$ cat config.mk
export PLATFORM = sky130hd
export DESIGN_NAME = crc_top
export DESIGN_NICKNAME = d
export VERILOG_FILES = /design/src/crc_pkg.sv /design/src/crc_ref_ladder.sv /design/src/crc_top.sv
export SDC_FILE = /design/constraint.sdc
export NUM_CORES = 1
export LEC_CHECK = 0
export BUFFER_PORTS_ARGS = -buffer_cell sky130_fd_sc_hd__buf_2
export CAP_MARGIN = 20
export CORE_MARGIN = 5
export CORE_UTILIZATION = 57
export CTS_BUF_LIST = sky130_fd_sc_hd__clkbuf_8 sky130_fd_sc_hd__clkbuf_16
export DETAILED_ROUTE_END_ITERATION = 7
export PLACE_DENSITY_LB_ADDON = 0.25
export SLEW_MARGIN = 20
export SYNTH_ARGS = -nofsm -noshare
export SYNTH_HDL_FRONTEND = slang
export SYNTH_SLANG_ARGS = --single-unit
$ cat constraint.sdc
create_clock -name mclk -period 4.37 [get_ports mclk]
set_input_delay 0.874 -clock mclk [delete_from_list [all_inputs] [get_ports mclk]]
set_output_delay 0.874 -clock mclk [all_outputs]
set_load 0.02 [all_outputs]
$ cat src/crc_pkg.sv
// How it works
// - a comparator stays powered during sleep whenever its enable bit is set.
// - power-on reset loads comparator 2 control with all ones.
// - that all-ones state puts the comparator input pins in analog mode.
// - non power-on resets leave both comparator control registers untouched.
// - the reference offers 32 levels, 16 in a low and 16 in a high range.
// - range bit one gives level/24 of supply, zero gives 1/4 plus level/32.
// - the reference enable bit powers the generator, clear powers it down.
// - the pin drive bit overrides pin direction and drives the reference pin.
// - bit 4 of reference control reads as one and ignores writes.
// - the low four bits pick one of sixteen steps within the chosen range.
// - disabled, level zero and low range set gives ground as the reference.
// - the programmable reference feeds only comparator 2.
// - comparator 2 negative select one picks its pin, zero the reference.
// - in sleep, with wake enabled and a prior read latch, a change sets wake.
package crc_pkg;
  // ---------------------------------------------------------------
  // register map
  // ---------------------------------------------------------------
  localparam logic [7:0] ADDR_STATUS = 8'h03;
  localparam logic [7:0] ADDR_CMP1_SMALL = 8'h07;
  localparam logic [7:0] ADDR_CMP1_LARGE = 8'h08;
  localparam logic [7:0] ADDR_CMP2 = 8'h0B;
  localparam logic [7:0] ADDR_REF = 8'h0C;
  localparam logic [7:0] ADDR_IRQ_STATUS = 8'h20;
  localparam logic [7:0] ADDR_IRQ_CLEAR = 8'h21;
  localparam logic [7:0] ADDR_IRQ_ENABLE = 8'h22;
  // ---------------------------------------------------------------
  // reset values
  // ---------------------------------------------------------------
  localparam logic [7:0] CMP_POR_VAL = 8'hFF;
  localparam logic [7:0] REF_RST_VAL = 8'h3F;
  // ---------------------------------------------------------------
  // field positions
  // ---------------------------------------------------------------
  localparam int CMP_OUT_BIT = 7;
  localparam int CMP_POL_BIT = 5;
  localparam int CMP_ON_BIT = 3;
  localparam int CMP_NSEL_BIT = 2;
  localparam int CMP_WAKE_DIS_BIT = 0;
  localparam int REF_PWR_BIT = 7;
  localparam int REF_PIN_BIT = 6;
  localparam int REF_LOW_BIT = 5;
  localparam int REF_UNUSED_BIT = 4;
  localparam int STAT_PIN_WAKE_BIT = 7;
  localparam int STAT_CMP_WAKE_BIT = 6;
  localparam int IRQ_WAKE_BIT = 0;
  localparam int IRQ_CHANGE_BIT = 1;
  // ---------------------------------------------------------------
  // reference ladder scaling, fractions of supply in 1/96 units
  // ---------------------------------------------------------------
  localparam int REF_LEVELS = 32;
  localparam int REF_STEPS = 16;
  localparam logic [6:0] REF_LOW_MUL = 7'h04;
  localparam logic [6:0] REF_HIGH_MUL = 7'h03;
  localparam logic [6:0] REF_HIGH_BASE = 7'h18;
endpackage : crc_pkg

$ cat src/crc_ref_ladder.sv
`timescale 1ns/10ps
module crc_ref_ladder (
  // control fields
  input wire logic power_on,
  input wire logic low_range,
  input wire logic [3:0] level,
  // ratio of supply in 1/96 steps, and ground flag
  output logic [6:0] ratio,
  output logic at_ground
);
  localparam logic [6:0] REF_LOW_MUL_C = crc_pkg::REF_LOW_MUL;
  // low range: level/24 = 4*level/96; high: 24/96 + 3*level/96
  always_comb begin
    ratio = 7'h00;
    at_ground = 1'b0;
    if (low_range) begin
      ratio = 7'(REF_LOW_MUL_C * {3'h0, level});
    end else begin
      ratio = 7'(crc_pkg::REF_HIGH_BASE + crc_pkg::REF_HIGH_MUL * {3'h0, level});
    end
    if (!power_on) begin
      at_ground = low_range && (level == 4'h0);
      if (!at_ground) begin
        ratio = 7'h00;
      end
    end
  end
endmodule : crc_ref_ladder

$ cat src/crc_top.sv
`timescale 1ns/10ps
module crc_top (
  // clock and resets
  input wire logic mclk,
  input wire logic sys_rst,
  input wire logic por_rst,
  // register port
  input wire logic [7:0] reg_addr,
  input wire logic [7:0] reg_wdata,
  input wire logic reg_wr,
  input wire logic reg_rd,
  output logic [7:0] reg_rdata,
  // core state
  input wire logic sleep_mode,
  input wire logic pin_change_wake,
  // analog front end
  input wire logic cmp1_raw,
  input wire logic cmp2_raw,
  output logic cmp1_power,
  output logic cmp2_power,
  output logic cmp_pins_analog,
  output logic cmp2_neg_from_pin,
  output logic cmp2_neg_from_ref,
  // reference generator
  output logic ref_power,
  output logic ref_pin_override,
  output logic [6:0] ref_ratio,
  output logic ref_at_ground,
  // interrupt
  output logic irq
);
  // ---------------------------------------------------------------
  // state
  // ---------------------------------------------------------------
  logic [7:0] cmp1_reg;
  logic [7:0] cmp2_reg;
  logic [7:0] ref_reg;
  logic [1:0] out_latch_reg;
  logic latch_valid_reg;
  logic wake_flag_reg;
  logic [1:0] irq_stat_reg;
  logic [1:0] irq_en_reg;
  logic [1:0] s1_reg;
  logic [1:0] s2_reg;
  logic [1:0] cmp_out;
  logic rd_cmp;
  logic wake_event;
  logic wake_clear;
  logic [1:0] irq_events;
  logic [1:0] irq_clear;
  logic [7:0] rdata_next;

  // ---------------------------------------------------------------
  // comparator outputs
  // ---------------------------------------------------------------
  // raw outputs are asynchronous analog results; two flops first
  always_ff @(posedge mclk) begin
    if (sys_rst) begin
      s1_reg <= 2'h0;
      s2_reg <= 2'h0;
    end else begin
      s1_reg <= {cmp2_raw, cmp1_raw};
      s2_reg <= s1_reg;
    end
  end
  // polarity one means not inverted; off comparators read low
  assign cmp_out[0] = cmp1_reg[crc_pkg::CMP_ON_BIT] &
    ~(s2_reg[0] ^ cmp1_reg[crc_pkg::CMP_POL_BIT]) ;
  assign cmp_out[1] = cmp2_reg[crc_pkg::CMP_ON_BIT] &
    ~(s2_reg[1] ^ cmp2_reg[crc_pkg::CMP_POL_BIT]);

  // ---------------------------------------------------------------
  // comparator control registers
  // ---------------------------------------------------------------
  // only power-on reset touches these; sys_rst keeps them
  always_ff @(posedge mclk) begin
    if (por_rst) begin
      cmp1_reg <= crc_pkg::CMP_POR_VAL;
      cmp2_reg <= crc_pkg::CMP_POR_VAL;
    end else if (reg_wr) begin
      if (reg_addr == crc_pkg::ADDR_CMP1_SMALL || reg_addr == crc_pkg::ADDR_CMP1_LARGE) begin
        cmp1_reg <= reg_wdata;
      end else if (reg_addr == crc_pkg::ADDR_CMP2) begin
        cmp2_reg <= reg_wdata;
      end
    end
  end

  // ---------------------------------------------------------------
  // reference control register
  // ---------------------------------------------------------------
  // this one reloads on every reset, unlike the comparators
  always_ff @(posedge mclk) begin
    if (sys_rst || por_rst) begin
      ref_reg <= crc_pkg::REF_RST_VAL;
    end else if (reg_wr && reg_addr == crc_pkg::ADDR_REF) begin
      ref_reg <= reg_wdata;
    end
  end

  // ---------------------------------------------------------------
  // wake-on-change
  // ---------------------------------------------------------------
  assign rd_cmp = reg_rd && (reg_addr == crc_pkg::ADDR_CMP1_SMALL ||
    reg_addr == crc_pkg::ADDR_CMP1_LARGE || reg_addr == crc_pkg::ADDR_CMP2);
  // a read snapshots outputs; change against snapshot during sleep wakes
  always_ff @(posedge mclk) begin
    if (sys_rst || por_rst) begin
      out_latch_reg <= 2'h0;
      latch_valid_reg <= 1'b0;
    end else if (rd_cmp) begin
      out_latch_reg <= cmp_out;
      latch_valid_reg <= 1'b1;
    end
  end
  // wake enable bits are active low
  assign wake_event = sleep_mode && latch_valid_reg && !rd_cmp &&
    (((cmp_out[0] ^ out_latch_reg[0]) && !cmp1_reg[crc_pkg::CMP_WAKE_DIS_BIT]) ||
     ((cmp_out[1] ^ out_latch_reg[1]) && !cmp2_reg[crc_pkg::CMP_WAKE_DIS_BIT]));
  assign wake_clear = reg_wr && reg_addr == crc_pkg::ADDR_STATUS &&
    !reg_wdata[crc_pkg::STAT_CMP_WAKE_BIT];
  // set beats clear in the same cycle
  always_ff @(posedge mclk) begin
    if (sys_rst || por_rst) begin
      wake_flag_reg <= 1'b0;
    end else if (wake_event) begin
      wake_flag_reg <= 1'b1;
    end else if (wake_clear) begin
      wake_flag_reg <= 1'b0;
    end
  end

  // ---------------------------------------------------------------
  // interrupt status, clear, enable
  // ---------------------------------------------------------------
  assign irq_events = {(rd_cmp ? 1'b0 : |(cmp_out ^ out_latch_reg)) & latch_valid_reg,
    wake_event};
  assign irq_clear = (reg_wr && reg_addr == crc_pkg::ADDR_IRQ_CLEAR) ? reg_wdata[1:0] : 2'h0;
  always_ff @(posedge mclk) begin
    if (sys_rst || por_rst) begin
      irq_stat_reg <= 2'h0;
    end else begin
      irq_stat_reg <= irq_events | (irq_stat_reg & ~irq_clear);
    end
  end
  always_ff @(posedge mclk) begin
    if (sys_rst || por_rst) begin
      irq_en_reg <= 2'h0;
    end else if (reg_wr && reg_addr == crc_pkg::ADDR_IRQ_ENABLE) begin
      irq_en_reg <= reg_wdata[1:0];
    end
  end
  assign irq = |(irq_stat_reg & irq_en_reg);

  // ---------------------------------------------------------------
  // read path
  // ---------------------------------------------------------------
  always_comb begin
    rdata_next = 8'h00;
    if (reg_addr == crc_pkg::ADDR_STATUS) begin
      rdata_next[crc_pkg::STAT_PIN_WAKE_BIT] = pin_change_wake;
      rdata_next[crc_pkg::STAT_CMP_WAKE_BIT] = wake_flag_reg;
    end else if (reg_addr == crc_pkg::ADDR_CMP1_SMALL || reg_addr == crc_pkg::ADDR_CMP1_LARGE) begin
      rdata_next = {cmp_out[0], cmp1_reg[6:0]};
    end else if (reg_addr == crc_pkg::ADDR_CMP2) begin
      rdata_next = {cmp_out[1], cmp2_reg[6:0]};
    end else if (reg_addr == crc_pkg::ADDR_REF) begin
      rdata_next = ref_reg;
      rdata_next[crc_pkg::REF_UNUSED_BIT] = 1'b1;
    end else if (reg_addr == crc_pkg::ADDR_IRQ_STATUS) begin
      rdata_next = {6'h00, irq_stat_reg};
    end else if (reg_addr == crc_pkg::ADDR_IRQ_ENABLE) begin
      rdata_next = {6'h00, irq_en_reg};
    end
  end
  always_ff @(posedge mclk) begin
    if (sys_rst || por_rst) begin
      reg_rdata <= 8'h00;
    end else if (reg_rd) begin
      reg_rdata <= rdata_next;
    end else begin
      reg_rdata <= 8'h00;
    end
  end

  // ---------------------------------------------------------------
  // analog control outputs
  // ---------------------------------------------------------------
  // enable alone decides power, sleep does not gate it
  assign cmp1_power = cmp1_reg[crc_pkg::CMP_ON_BIT];
  assign cmp2_power = cmp2_reg[crc_pkg::CMP_ON_BIT];
  assign cmp_pins_analog = cmp2_reg == crc_pkg::CMP_POR_VAL ||
    cmp2_reg[crc_pkg::CMP_ON_BIT];
  assign cmp2_neg_from_pin = cmp2_reg[crc_pkg::CMP_NSEL_BIT];
  assign cmp2_neg_from_ref = ~cmp2_reg[crc_pkg::CMP_NSEL_BIT];
  assign ref_power = ref_reg[crc_pkg::REF_PWR_BIT];
  assign ref_pin_override = ref_reg[crc_pkg::REF_PIN_BIT];

  crc_ref_ladder u_ladder (
    .power_on(ref_reg[crc_pkg::REF_PWR_BIT]),
    .low_range(ref_reg[crc_pkg::REF_LOW_BIT]),
    .level(ref_reg[3:0]),
    .ratio(ref_ratio),
    .at_ground(ref_at_ground)
  );

  // ---------------------------------------------------------------
  // checks
  // ---------------------------------------------------------------
  property p_por_load;
    @(posedge mclk) por_rst |=> cmp2_reg == 8'hFF && cmp1_reg == 8'hFF;
  endproperty
  a_por_load: assert property (p_por_load) else $error("por did not load ones");
  property p_keep;
    @(posedge mclk) (sys_rst && !por_rst && !reg_wr) |=> $stable(cmp2_reg) && $stable(cmp1_reg);
  endproperty
  a_keep: assert property (p_keep) else $error("sys reset changed comparators");
  property p_unused;
    @(posedge mclk) disable iff (sys_rst || por_rst)
      (reg_rd && reg_addr == crc_pkg::ADDR_REF) |=> reg_rdata[4];
  endproperty
  a_unused: assert property (p_unused) else $error("bit 4 read zero");
  property p_write;
    @(posedge mclk) disable iff (sys_rst || por_rst)
      (reg_wr && reg_addr == crc_pkg::ADDR_REF) |=> ref_power == $past(reg_wdata[7]);
  endproperty
  a_write: assert property (p_write) else $error("write not applied");
  property p_pin;
    @(posedge mclk) ref_pin_override == ref_reg[6];
  endproperty
  a_pin: assert property (p_pin) else $error("pin override wrong");
  property p_ground;
    @(posedge mclk) (!ref_power && ref_reg[5] && ref_reg[3:0] == 4'h0) |-> ref_at_ground;
  endproperty
  a_ground: assert property (p_ground) else $error("no ground output");
  property p_range;
    @(posedge mclk) (ref_power && !ref_reg[5]) |-> ref_ratio >= 7'h18;
  endproperty
  a_range: assert property (p_range) else $error("high range below quarter");
  property p_wake;
    @(posedge mclk) disable iff (sys_rst || por_rst) wake_event |=> wake_flag_reg;
  endproperty
  a_wake: assert property (p_wake) else $error("wake flag not set");
  property p_sel;
    @(posedge mclk) cmp2_neg_from_ref != cmp2_neg_from_pin;
  endproperty
  a_sel: assert property (p_sel) else $error("negative select clash");

  // ---------------------------------------------------------------
  // control and reference checks
  // ---------------------------------------------------------------
  // any reset leaves the reference unpowered and off the pin
  property p_ref_rst;
    @(posedge mclk) (sys_rst || por_rst) |=> !ref_power && !ref_pin_override;
  endproperty
  a_ref_rst: assert property (p_ref_rst) else $error("reference not off after reset");
  // comparator 1 power follows its enable bit only
  property p_cmp1_pwr;
    @(posedge mclk) cmp1_power == cmp1_reg[crc_pkg::CMP_ON_BIT];
  endproperty
  a_cmp1_pwr: assert property (p_cmp1_pwr) else $error("cmp1 power mismatch");
  // comparator 2 power follows its enable bit only
  property p_cmp2_pwr;
    @(posedge mclk) cmp2_power == cmp2_reg[crc_pkg::CMP_ON_BIT];
  endproperty
  a_cmp2_pwr: assert property (p_cmp2_pwr) else $error("cmp2 power mismatch");
  // sleep must never cut comparator 2 while it is enabled
  property p_sleep_pwr;
    @(posedge mclk) (sleep_mode && cmp2_reg[crc_pkg::CMP_ON_BIT]) |-> cmp2_power;
  endproperty
  a_sleep_pwr: assert property (p_sleep_pwr) else $error("cmp2 off in sleep");
  // power-on state keeps the input pins analog
  property p_analog_por;
    @(posedge mclk) por_rst |=> cmp_pins_analog;
  endproperty
  a_analog_por: assert property (p_analog_por) else $error("pins digital after por");
  // negative select one routes the external pin
  property p_nsel_pin;
    @(posedge mclk) cmp2_neg_from_pin == cmp2_reg[crc_pkg::CMP_NSEL_BIT];
  endproperty
  a_nsel_pin: assert property (p_nsel_pin) else $error("negative pin select wrong");
  // reference reaches comparator 2 only when selected
  property p_ref_route;
    @(posedge mclk) cmp2_neg_from_ref |-> !cmp2_reg[crc_pkg::CMP_NSEL_BIT];
  endproperty
  a_ref_route: assert property (p_ref_route) else $error("reference routed wrongly");
  // low range is four ninety-sixths per step
  property p_low_ratio;
    @(posedge mclk) (ref_power && ref_reg[crc_pkg::REF_LOW_BIT]) |->
      ref_ratio == {1'b0, ref_reg[3:0], 2'b00};
  endproperty
  a_low_ratio: assert property (p_low_ratio) else $error("low range ratio wrong");
  // sixteen low steps top out at fifteen twenty-fourths
  property p_low_max;
    @(posedge mclk) (ref_power && ref_reg[crc_pkg::REF_LOW_BIT]) |-> ref_ratio <= 7'h3C;
  endproperty
  a_low_max: assert property (p_low_max) else $error("low range overrun");
  // high range tops out at a quarter plus fifteen thirty-seconds
  property p_high_max;
    @(posedge mclk) (ref_power && !ref_reg[crc_pkg::REF_LOW_BIT]) |-> ref_ratio <= 7'h45;
  endproperty
  a_high_max: assert property (p_high_max) else $error("high range overrun");
  // powered down and not grounded means no output at all
  property p_off_zero;
    @(posedge mclk) (!ref_power && !ref_at_ground) |-> ref_ratio == 7'h00;
  endproperty
  a_off_zero: assert property (p_off_zero) else $error("ratio while powered down");
  // ground output only exists with the generator off
  property p_gnd_off;
    @(posedge mclk) ref_at_ground |-> !ref_power;
  endproperty
  a_gnd_off: assert property (p_gnd_off) else $error("ground while powered");
  // power-on never drives the reference pin
  property p_pin_por;
    @(posedge mclk) por_rst |=> !ref_pin_override;
  endproperty
  a_pin_por: assert property (p_pin_por) else $error("pin driven after por");
  // control bits of comparator 2 read back as stored
  property p_rd_cmp2;
    @(posedge mclk) disable iff (sys_rst || por_rst)
      (reg_rd && reg_addr == crc_pkg::ADDR_CMP2) |=> reg_rdata[6:0] == $past(cmp2_reg[6:0]);
  endproperty
  a_rd_cmp2: assert property (p_rd_cmp2) else $error("cmp2 readback wrong");
  // comparator 2 write lands on the next edge, even in other resets
  property p_cmp2_wr;
    @(posedge mclk) disable iff (por_rst)
      (reg_wr && reg_addr == crc_pkg::ADDR_CMP2) |=> cmp2_reg == $past(reg_wdata);
  endproperty
  a_cmp2_wr: assert property (p_cmp2_wr) else $error("cmp2 write lost");
  // comparator 1 write through its second address
  property p_cmp1_wr;
    @(posedge mclk) disable iff (por_rst)
      (reg_wr && reg_addr == crc_pkg::ADDR_CMP1_LARGE) |=> cmp1_reg == $past(reg_wdata);
  endproperty
  a_cmp1_wr: assert property (p_cmp1_wr) else $error("cmp1 write lost");
  // the wake flag is sticky until software clears it
  property p_wake_hold;
    @(posedge mclk) disable iff (sys_rst || por_rst)
      (wake_flag_reg && !wake_clear) |=> wake_flag_reg;
  endproperty
  a_wake_hold: assert property (p_wake_hold) else $error("wake flag dropped");
  // an awake core never raises the wake flag
  property p_wake_awake;
    @(posedge mclk) disable iff (sys_rst || por_rst)
      (!wake_flag_reg && !sleep_mode) |=> !wake_flag_reg;
  endproperty
  a_wake_awake: assert property (p_wake_awake) else $error("wake flag while awake");
  // both wake enables off means no wake event
  property p_wake_dis;
    @(posedge mclk) (cmp1_reg[crc_pkg::CMP_WAKE_DIS_BIT] &&
      cmp2_reg[crc_pkg::CMP_WAKE_DIS_BIT]) |-> !wake_event;
  endproperty
  a_wake_dis: assert property (p_wake_dis) else $error("wake while disabled");
  // read data stands one cycle only, zero otherwise
  property p_rd_idle;
    @(posedge mclk) disable iff (sys_rst || por_rst) !reg_rd |=> reg_rdata == 8'h00;
  endproperty
  a_rd_idle: assert property (p_rd_idle) else $error("read data outside its cycle");
endmodule : crc_top

## Yosys cells after proc, flatten, opt, wreduce, memory -nomap -nowiden

Index checks and enable logic that the tools add are counted.

| storage, ports and cells | value |
|---|---|
| output and inout bits | 24 |
| logic and storage cells | 83 |
| input port bits | 25 |
| flip-flop bits (word level) | 43 |

| operators by class | value |
|---|---|
| eq/ne operators | 9 |
| multiplexer cells | 14 |
| multiply operators | 1 |
| bitwise logic cells | 17 |
| reduce and logical (&&, ||, !) cells | 29 |
| $add $sub $neg | 1 |

Operators by type and width:

| cell | number |
|---|---|
| two-way mux 8 bit | 4 |
| == test 8 x 4 -> 1 bit, second input constant | 3 |
| == test 8 x 6 -> 1 bit, second input constant | 3 |
| two-way mux 7 bit | 3 |
| logical AND 1 bit | 12 |
| == test 8 x 2 -> 1 bit, second input constant | 1 |
| == test 8 x 3 -> 1 bit, second input constant | 1 |
| == test 8 bit, second input constant | 1 |
| adder 5 x 6 -> 7 bit, first input constant | 1 |
| multiplier 2 x 4 -> 6 bit, first input constant | 1 |
| two-way mux 2 bit | 3 |
| OR reduction 2 bit | 3 |
| logical OR 1 bit | 5 |
| inverter 1 bit | 5 |
| AND 2 bit | 2 |
| zero test 1 bit | 4 |
| zero test 4 bit | 1 |
| two-way mux 1 bit | 4 |
| XOR 1 bit | 4 |
| AND 1 bit | 3 |
| AND reduction 3 bit | 1 |
| OR reduction 3 bit | 1 |
| inverter 2 bit | 1 |
| OR 2 bit | 1 |
| other kinds (3) | 3 |

## Longest topological paths before layout

Gate-level depths: netlist of run 1.

| depth | value |
|---|---|
| depth after elaboration | 8 |
| gate-level depth with buffers | 8 |
| depth with buffers taken out | 8 |

## Hierarchy

A second synthesis of run 1 with hierarchy kept.

| second synthesis, totals | value |
|---|---|
| cell total of the unflattened synthesis | 250 |
| area, all modules | 2185.8 µm² |

By module, submodules not included:

| module | cells each | instances | area each (µm²) | sequential area each (µm²) |
|---|---|---|---|---|
| crc_top | 219 | 1 | 1913.1 | 820.8 |
| crc_ref_ladder | 31 | 1 | 272.8 | 0.0 |

## Worst setup path before layout of run 1

Ideal clock, no wire load.

| timing | value |
|---|---|
| path kind | reg2out |
| from | register ref_reg[2] |
| to | output ref_ratio[4] |
| cell stages (with the launch flop) | 9 |
| path slack | 1456 ps |
| path buffers | 0 |
| arrival time | 2040 ps |
| data required time | 3496 ps |
| cell sequence | dfxtp_1 inv_1 ha_1 inv_1 fa_1 xor2_1 nor2_1 a21oi_1 o21ai_0 |

| on the way | value |
|---|---|
| longest elaborated chain between the ends | 5 |
| elaborated cells between the ends (all ways) | 7 |
| those cells by class | 1 x add/sub; 1 x mul; 3 x mux; 2 x reduce/logical |

Ends and longest elaborated chain:

| what | line | source |
|---|---|---|
| start: declaration | crc_top.sv:37 | `logic [7:0] ref_reg;` |
| start signal: assignment | crc_top.sv:95 | `ref_reg <= crc_pkg::REF_RST_VAL;` |
| start signal: assignment | crc_top.sv:97 | `ref_reg <= reg_wdata;` |
| multiplier 2 x 4 -> 6 bit | crc_ref_ladder.sv:19 | `ratio = 7'(crc_pkg::REF_HIGH_BASE + crc_pkg::REF_HIGH_MUL * {3'h0, level});` |
| adder 5 x 6 -> 7 bit | crc_ref_ladder.sv:19 |  |
| two-way mux 7 bit | crc_ref_ladder.sv:16 | `if (low_range) begin` |
| two-way mux 7 bit | crc_ref_ladder.sv:23 | `if (!at_ground) begin` |
| two-way mux 7 bit (*) | crc_ref_ladder.sv:21 | `if (!power_on) begin` |
| end: declaration | crc_top.sv:27 | `output logic [6:0] ref_ratio,` |

Mark *: on every way between the ends. The rest lies on a longest branch, timed or not.

## Final worst setup path of run 1

Ends and elaborated chain as after synthesis.

==> results of run 1 <==
[layer usage]
| metal | GRT usage, % | vias to the layer above | part of all wire (%) |
|---|---|---|---|
| li1 | - | 930 | - |
| met1 | 26.3 | 868 | 43 |
| met2 | 32.7 | 70 | 47 |
| met3 | 3.23 | 8 | 8.2 |
| met4 | 5.85 | 0 | 1.3 |
| met5 | 0 | - | 0 |
[layout by cell type (no fill, tap or decap), types with 6 or more instances in the layout]
master | Yosys | routed
mux2i_1 | 10 | 10
clkbuf_8 | 0 | 6
buf_2 | 2 | 48
ha_1 | 7 | 7
o21ai_0 | 9 | 9
nand2_1 | 24 | 24
inv_1 | 17 | 18
nor2_1 | 31 | 31
a211o_1 | 14 | 14
dfxtp_1 | 41 | 41
[worst max path at each step]
stage | end | cells after the start | slack [ps] | start
floorplan | ref_ratio[4] | 8 | 1460 | ref_reg[2]
global placement | ref_ratio[4] | 9 | 1550 | ref_reg[2]
detailed placement | ref_ratio[4] | 9 | 1500 | ref_reg[2]
CTS | ref_ratio[4] | 9 | 1180 | ref_reg[2]
global route | ref_ratio[4] | 9 | 1000 | ref_reg[2]
finish | ref_ratio[4] | 9 | 1180 | ref_reg[2]
[synthesized netlist by cell type, drive strengths merged (6+ instances only)]
cell type / count / share of area (%)
a211o: 14 / 5.7
mux2i: 10 / 4.7
clkbuf: 8 / 1.4
ha: 7 / 4.1
nand2: 24 / 4.2
buf: 6 / 2.2
nor2: 33 / 6.0
o21ai: 9 / 2.1
a21oi: 6 / 1.6
inv: 17 / 3.0
dfxtp: 41 / 38
[worst max-delay path, stage by stage, from the launching register on]
cell and delay [ps]:
dfxtp_1 480, inv_1 140, ha_1 300, inv_1 60, fa_1 450, xor2_1 150, nor2_1 80, a21oi_1 40
o21ai_0 140, buf_2 180
[cell type report]
cell class | count | area [um2] | area share [%]
multi-input cells | 170 | 1180 | 47.5
flip-flops and latches | 41 | 821 | 33.1
repair buffers | 48 | 240 | 9.69
clock buffers | 6 | 82.6 | 3.33
inverters | 17 | 63.8 | 2.57
well taps | 48 | 60.1 | 2.42
clock inverters | 2 | 33.8 | 1.36
[per-stage QoR]
| step | hold slack (ps) | cells |
|---|---|---|
| 5_1_grt | 462 | 332 |
| 4_1_cts | 444 | 332 |
| 2_1_floorplan | 414 | 242 |
| 6_report | 444 | 332 |
| 3_5_place_dp | 426 | 324 |
| 3_3_place_gp | 419 | 324 |
[power breakdown]
part	internal (mW)	total, mW	switching (mW)
clock	0.184	0.314	0.130
combinational	0.0217	0.0574	0.0357
sequential	0.376	0.377	0.000954
total	0.581	0.748	0.167
[cells by family (layout without fill, tap and decap cells)]
| logic type | count (synthesis) | in the layout |
|---|---|---|
| and+or+nand+nor | 89 | 89 |
| muxes | 10 | 10 |
| adders and majority gates | 9 | 9 |
| xor gates and xnor gates | 7 | 7 |
| buffers and inverters | 31 | 73 |
| AOI/OAI and AO/OA | 55 | 55 |
| DFF | 41 | 41 |
==> results.cfg, run 1 <==
[worst_setup_path]
r2r-end = irq_stat_reg[0]
path_class = register to primary output
cp.arrival_ps = 2320
crit_path_start_kind = register
r2r_cells = 5
path_max_fanout = 8
rrSetupSlack_ps = 3020
required_ps = 3500
timing.rr.start = cmp1_reg[5]
cp-end-kind = primary output

[logic_synthesis]
synth_edf_count = 0
yosysWarnings = 0
synth-simple-area-share_pct = 21.8
synth-adder-area-share_pct = 5.96
async_flop_share_pct = 0
synth_mux_area_share_pct = 4.68
synthFlopType = dfxtp_1
synth_compound_area_share_pct = 19.8
synth_cell_type_count = 47
synthesis.area_mm2 = 0.00214
synthCells = 242
yosysSeqAreaShare_pct = 38.3
syn_nets = 276
ys_ff_latch = 41
syn_avg_cell_area_um2 = 8.85
synth_xor_area_share_pct = 2.86
synth_top_family_by_area = simple AND/OR/NAND/NOR gates

[clocking]
cts_root_buf = clkbuf_8
ctsHoldBuffers = 0
cts_resized = 0
clkTransAtPathRegs_ps = 80
cts_buffer_depth = 2
cts_tree = done
cts_setup_buffers = 0
cts_max_level = 2
cts_sinks = 41
cts_buffers = 5
worstSkewPairLatency_ps = 300

[layout]
nets = 317
n_fill_cell = 309
largest_register_ffs = 8
synthToLayoutAreaGrowth_pct = 15.8
final_util_pct = 67.7
stdcell_area_mm2 = 0.00248
drive_gt1_share_pct = 22.9
regMostFlops = reg_rdata
n_antenna_cell = 0

[sta]
layout_setup_ws_ps = 1180
finalCriticalPeriod_ps = 3190
slew_headroom_pct = 47.5
finalSetupTns_ps = 0
rsz0062_at_grt = no
final_hold_viol_count = 0
worst_pin_slew_ps = 784
setup_viol = 0
drv_slew = 0
finClkSkew_ps = 8.08
finalCritPeriodShare_pct = 73.1
fmax_mhz = 313

[routing]
ant_nets = 0
wl_per_cell_um = 15.0
vias_per_cell = 5.65
vias = 1876
first_iter_violations = 152
drc = 0
drt-total-wl_mm = 4.97
dr.pass1.iters = 4

[die]
fp.dieH_um = 71.3
dieArea_mm2 = 0.00508
rows = 22
start_util_pct = 58.5
core_mm2 = 0.00366
fp.dieW_um = 71.3
io_pins = 49

[global_route]
grt_max_degree = 18
antenna_found_initial = 0
groute.usage.overall_pct = 19.7
grt_overflow = 0
grt_pass1_wl_mm = 8.09
grt_pass1_vias = 1713

[power_and_ir_drop]
p_total_uw = 748
p_per_area_mw_per_mm2 = 302
ir_worst_vdd_uv = 210
power_leakage_nw = 1.14

[worst_hold_path]
min_path_type = register to register
holdPathEnd = s2_reg[0]
min_from = s1_reg[0]
hold_depth = 1

[placement]
portBuffers = 48
dpl_worst_slack_ps = 1500
place_congestion = 0.830
dpl.hpwl_mm = 3.67
post_dp_cell_area_mm2 = 0.00236

[run]
maxCapViolCount = 0

[run_status]
status = completed
(Power assumes the default switching activity.)
==> run 2, diff against run 1 <==
--- a/config.mk
+++ b/config.mk
@@ -5,10 +5,11 @@
 export SDC_FILE = /design/constraint.sdc
 export NUM_CORES = 1
 export LEC_CHECK = 0
+export ABC_AREA = 1
 export BUFFER_PORTS_ARGS = -buffer_cell sky130_fd_sc_hd__buf_2
 export CAP_MARGIN = 20
 export CORE_MARGIN = 5
-export CORE_UTILIZATION = 57
+export CORE_UTILIZATION = 48
 export CTS_BUF_LIST = sky130_fd_sc_hd__clkbuf_8 sky130_fd_sc_hd__clkbuf_16
 export DETAILED_ROUTE_END_ITERATION = 7
 export PLACE_DENSITY_LB_ADDON = 0.25
==> constraint.sdc (replaced) <==
create_clock -name mclk -period 2.66 [get_ports mclk]
set_input_delay 0.532 -clock mclk [delete_from_list [all_inputs] [get_ports mclk]]
set_output_delay 0.532 -clock mclk [all_outputs]
set_load 0.02 [all_outputs]
==> run 2 against run 1 <==
Compared with the run above: via count grew 8.6%; worst setup slack got worse by 1100 ps; core utilization down 8.4 points; global-route usage shrank 1.3 points; synthesized cell count increased by 24%; critical path depth down 1; synthesized area is 2.2% lower; register-to-register slack worse by 1600 ps; sequential share of layout area decreased by 0.52 points; routed wire length grew 2.3%; total power increased by 61%; clock skew down 4.3 ps; critical path type unchanged; critical endpoint is now ref_ratio[3]; largest cell class unchanged.
==> results.cfg, run 2 <==
[die]
fp.dieH_um = 76.1
io_pins = 49
rows = 24
fp.dieW_um = 76.1
start_util_pct = 48.8
core_mm2 = 0.00429
dieArea_mm2 = 0.00578

[global_route]
grt_overflow = 0
use_met2_pct = 29.4
grt_use_met1_pct = 23.1
grt_max_degree = 15
groute.usage.overall_pct = 18.4
grt_pass1_vias = 1996
grt_use_met3_pct = 5.44
grt_pass1_wl_mm = 8.85
grt_busiest_layer = met2
antenna_found_initial = 0

[routing]
first_iter_violations = 96
drc = 0
ant_nets = 0
drt-total-wl_mm = 5.08
wl_per_cell_um = 12.5
dr.pass1.iters = 4
vias_per_cell = 5.02
vias = 2038

[logic_synthesis]
syn_avg_cell_area_um2 = 7.01
async_flop_share_pct = 0
synth_cell_type_count = 30
synthCells = 299
synthesis.area_mm2 = 0.00209
synth_area_leader_cell = dfxtp_1
yosysWarnings = 0
yosysMostFrequentCell = nand2_1
netlist_top_cells_count = nand2_1 (73), inv_1 (44), dfxtp_1 (41)
synth_edf_count = 0
ys_top_cells_by_area = dfxtp_1 (39%), nand2_1 (13%), inv_1 (7.9%), nand3_1 (6.9%), nor2_1 (5.7%)
yosysSeqAreaShare_pct = 39.2
ys_ff_latch = 41
synthFlopType = dfxtp_1
netlist.area_leader.share_pct = 39.2
syn_nets = 333

[worst_setup_path]
crit_path_start_kind = register
path_class = register to primary output
r2r-end = irq_stat_reg[0]
r2r_cells = 8
cp-end-kind = primary output
timing.rr.start = cmp2_reg[5]
required_ps = 2130
rrSetupSlack_ps = 1460
cp.arrival_ps = 2030
path_max_fanout = 7

[clocking]
cts_tree = done
cts_root_buf = clkbuf_8
ctsHoldBuffers = 0
cts_buffer_depth = 2
cts_sinks = 41
cts_max_level = 2
worstSkewPairLatency_ps = 290
clkTransAtPathRegs_ps = 80
cts_buffers = 5

[placement]
dp.cells = 396
place_congestion = 0.847
portBuffers = 48
post_dp_cell_area_mm2 = 0.00239
dpl.hpwl_mm = 3.98
dpl_worst_slack_ps = 269

[sta]
finalSetupTns_ps = 0
layout_setup_ws_ps = 99.1
setup_viol = 0
worst_pin_slew_ps = 420
holdWs_ps = 410
slew_headroom_pct = 72.0
finalCriticalPeriod_ps = 2560
final_hold_viol_count = 0
drv_slew = 0
finClkSkew_ps = 3.78
finalCritPeriodShare_pct = 96.3
fmax_mhz = 390

[layout]
most-common-layout-cells = nand2_1 (73), buf_2 (48), inv_1 (43), dfxtp_1 (38), nor2_1 (32)
synthToLayoutAreaGrowth_pct = 21.6
stdcell_area_mm2 = 0.00255
fin_cells = 406
largest_register_ffs = 8
layout_commonest_cell = nand2_1
final_util_pct = 59.3
regMostFlops = reg_rdata
n_antenna_cell = 0
drive_gt1_share_pct = 22.6
nets = 387

[worst_hold_path]
hold_depth = 2
min_from = s1_reg[1]
holdPathEnd = s2_reg[1]
min_path_type = register to register

[power_and_ir_drop]
internal_power_uw = 943
pwr-share-comb_pct = 6.1
swShare_pct = 21.8
power_leakage_nw = 1.29
ir_worst_vdd_uv = 355
p_per_area_mw_per_mm2 = 473
sequentialPowerShare_pct = 51.2
power_switching_uw = 262
p_total_mw = 1.21
p_clk_share_pct = 42.8

[run]
maxCapViolCount = 0

[run_status]
status = completed
-- run 2: final cells by class --
type,count,area [um2]
fill,423,1750
tap,52,65.1
multi-input combinational,205,1090
sequential,41,830
clock buffer,6,82.6
timing repair buffer,51,263
inverter,49,184
clock inverter,2,33.8
-- run 2: cells by family (layout without fill, tap and decap cells) --
| logic type | after synthesis | after routing | synth area share (%) |
|---|---|---|---|
| AND/OR/NAND/NOR | 150 | 150 | 32.0 |
| buffers and inverters | 53 | 108 | 9.56 |
| AO/OA/AOI/OAI | 44 | 44 | 12.2 |
| flip-flops | 41 | 41 | 39.2 |
| adder cells (fa/ha/maj) | 9 | 9 | 6.09 |
| XOR/XNOR | 1 | 1 | 0.418 |
| multiplexers | 1 | 1 | 0.538 |
-- run 2: metal layers --
metal / part of all wire (%) / vias up
li1: - / 1065
met1: 46 / 909
met2: 46 / 55
met3: 6.6 / 9
met4: 1.9 / 0
met5: 0 / -
-- run 2: worst max path at each step --
stage,from,endpoint,cells past startpoint
floorplan,ref_reg[2],ref_ratio[4],6
global placement,ref_reg[2],ref_ratio[3],8
detailed placement,ref_reg[2],ref_ratio[3],8
CTS,ref_reg[1],ref_ratio[3],7
global route,ref_reg[3],ref_ratio[3],8
finish,ref_reg[3],ref_ratio[3],8
-- run 2: critical path, cell delays in order (launching register included) --
cell and delay [ps]:
dfxtp_2 370, inv_2 80, ha_1 270, inv_1 50, fa_1 450, mux2_2 270, nand2_1 60, inv_1 30
buf_2 140
-- run 2: what timing repair did --
item / in CTS / in global routing
endpoints found under the setup margin: 3 / 3
resized for setup: 2 / 8
buffers inserted: 0 / 2
-- run 2: power groups by stage --
stage                     sequential [mW]  clock, mW  combinational, mW
after global placement              0.633          0             0.0720
after global routing                0.617      0.561             0.0834
after CTS                           0.619      0.530             0.0730
after floorplan                     0.633          0             0.0348
after detailed placement            0.634          0             0.0725
final                               0.617      0.515             0.0730
==> run 3, diff against run 2 <==
--- a/config.mk
+++ b/config.mk
@@ -9,11 +9,11 @@
 export BUFFER_PORTS_ARGS = -buffer_cell sky130_fd_sc_hd__buf_2
 export CAP_MARGIN = 20
 export CORE_MARGIN = 5
-export CORE_UTILIZATION = 48
-export CTS_BUF_LIST = sky130_fd_sc_hd__clkbuf_8 sky130_fd_sc_hd__clkbuf_16
+export CORE_UTILIZATION = 50
+export CTS_BUF_LIST = sky130_fd_sc_hd__clkbuf_4
 export DETAILED_ROUTE_END_ITERATION = 7
 export PLACE_DENSITY_LB_ADDON = 0.25
-export SLEW_MARGIN = 20
+export SLEW_MARGIN = 10
 export SYNTH_ARGS = -nofsm -noshare
 export SYNTH_HDL_FRONTEND = slang
 export SYNTH_SLANG_ARGS = --single-unit
==> run 3 against run 2 <==
Compared with the run above: worst hold slack got worse by 13 ps; clock power fell by 43%; clock skew up 11 ps; sequential power hardly changed; flip-flop and latch count unchanged; critical endpoint unchanged; sequential share of layout area increased by 0.16 points; routed wire length up 3.2%; critical path depth down 1; first-iteration DRC count unchanged; fmax fell by 2.3%; total power decreased by 18%; clock-buffer cell count unchanged.
==> results.cfg, run 3 (same netlist as run 2, synthesis figures left out) <==
[worst_setup_path]
cp.arrival_ps = 2090
crit_cells = 7
r2r-end = wake_flag_reg
cp-end-kind = primary output
required_ps = 2130
endpoint = ref_ratio[3]
crit_path_start_kind = register
cpPeakStageDelay_ps = 430
timing.rr.start = cmp1_reg[5]
cp_common_cell = ha_4
path_delay_family = adder cells
path_max_fanout = 4
path_cells = ha_4 -> ha_4 -> fa_1 -> mux2_2 -> nand2_1 -> inv_1 -> buf_6
path_class = register to primary output
r2r_cells = 8
rrSetupSlack_ps = 1460
cp_slowest_cell = fa_1
critical_path.startpoint = ref_reg[2]
worstPathBufferInverterCount = 2

[power_and_ir_drop]
p_clk_share_pct = 30.0
power_leakage_nw = 1.27
p_per_area_mw_per_mm2 = 389
swShare_pct = 24.2
pwr-share-comb_pct = 7.4
ir_worst_vdd_uv = 313
internal_power_uw = 748
sequentialPowerShare_pct = 62.6
power_switching_uw = 238

[global_route]
grt_pass1_wl_mm = 8.54
antenna_found_initial = 0
grt_max_degree = 15
groute.usage.overall_pct = 19.8
grt_overflow = 0
grt_use_met1_pct = 25.3
grt_busiest_layer = met2
grt_use_met3_pct = 3.74
grt_pass1_vias = 1946
use_met2_pct = 33.5

[sta]
worst_pin_slew_ps = 418
finalCriticalPeriod_ps = 2620
final_hold_viol_count = 0
finClkSkew_ps = 14.9
slew_headroom_pct = 72.1
finalCritPeriodShare_pct = 98.6
drv_slew = 0
finalSetupTns_ps = 0
fmax_mhz = 381
setup_viol = 0

[routing]
ant_nets = 0
vias = 2094
dr.pass1.iters = 4
vias_per_cell = 5.17
wl_per_cell_um = 13.0
drc = 0
drt-total-wl_mm = 5.25
first_iter_violations = 96

[placement]
dpl.hpwl_mm = 3.99
portBuffers = 48
place_congestion = 0.910
post_dp_cell_area_mm2 = 0.00239

[layout]
n_antenna_cell = 0
regMostFlops = reg_rdata
stdcell_area_mm2 = 0.00253
n_fill_cell = 379
layout_commonest_cell = nand2_1
largest_register_ffs = 8
most-common-layout-cells = nand2_1 (72), buf_2 (46), inv_1 (40), dfxtp_1 (38), nor2_1 (32)
drive_gt1_share_pct = 23.9
synthToLayoutAreaGrowth_pct = 21.0
nets = 389

[die]
core_mm2 = 0.00403
fp.dieH_um = 74.7
dieArea_mm2 = 0.00558
start_util_pct = 52.0
fp.dieW_um = 74.7
rows = 23
io_pins = 49

[run]
maxCapViolCount = 0

[clocking]
cts_buffers = 5
clkTransAtPathRegs_ps = 110
cts_buffer_depth = 2
cts_tree = done
cts_root_buf = clkbuf_4
cts_sinks = 41
worstSkewPairLatency_ps = 340
ctsHoldBuffers = 0
cts_max_level = 2

[run_status]
status = completed

[worst_hold_path]
min_path_type = primary input to register
==> run 3: how the worst min path moves through the flow <==
stage | startpoint | to | slack [ps] | depth (start not counted)
finish | cmp1_raw | s1_reg[0] | 400 | 3
global route | cmp2_raw | s1_reg[1] | 400 | 3
CTS | cmp1_raw | s1_reg[0] | 380 | 3
detailed placement | s1_reg[0] | s2_reg[0] | 400 | 2
global placement | s1_reg[1] | s2_reg[1] | 390 | 2
floorplan | s1_reg[0] | s2_reg[0] | 390 | 2
==> run 3: what timing repair did <==
item                                   in CTS  in global routing
setup endpoints to repair                   4                  3
buffers inserted                            3                  1
pin swaps                                   1                  4
gates resized for setup                     7                 16
endpoints found under the hold margin       0                  0
==> run 3: power groups by stage <==
stage	logic [mW]	registers, mW	clock network, mW
finish	0.0733	0.617	0.296
global route	0.0839	0.618	0.331
CTS	0.0733	0.618	0.307
detailed placement	0.0726	0.633	0
global placement	0.0716	0.633	0
floorplan	0.0348	0.633	0
==> run 3: final cells by class <==
type / count / area [um2] / area share (%)
Clock buffer: 6 / 45.0 / 1.78
Clock inverter: 1 / 3.75 / 0.148
Inverter: 49 / 189 / 7.46
Multi-Input combinational cell: 205 / 1110 / 44.0
Sequential cell: 41 / 830 / 32.7
Tap cell: 50 / 62.6 / 2.47
Timing Repair Buffer: 53 / 290 / 11.5
==> run 3: worst register-to-register path, cell delays in order, from the launching register on <==
cell,delay [ps]
dfxtp_1,380
inv_1,70
nand2_1,80
nand3_1,150
nand2_1,120
nand3b_1,70
nand2_1,70
nand3_1,90
a21oi_1,130
==> run 3: routing by layer <==
metal | part of all wire (%) | vias up | wire [um]
li1 | - | 1070 | -
met2 | 46 | 68 | 2430
met5 | 0 | - | 0
met1 | 44 | 946 | 2290
met4 | 1.5 | 0 | 81
met3 | 8.5 | 10 | 444
==> run 3: through the flow <==
step                      instances  total power [mW]  utilization (%)  setup slack (ps)  hold WS [ps]
after floorplan                 299             0.668                -               251           388
after global placement          394             0.705             59.3               313           390
after detailed placement        394             0.706             59.3               264           403
after CTS                       404             0.999             61.3              9.57           382
after global routing            405              1.03             62.9             -76.0           400
final                           405             0.986             62.9              38.1           398
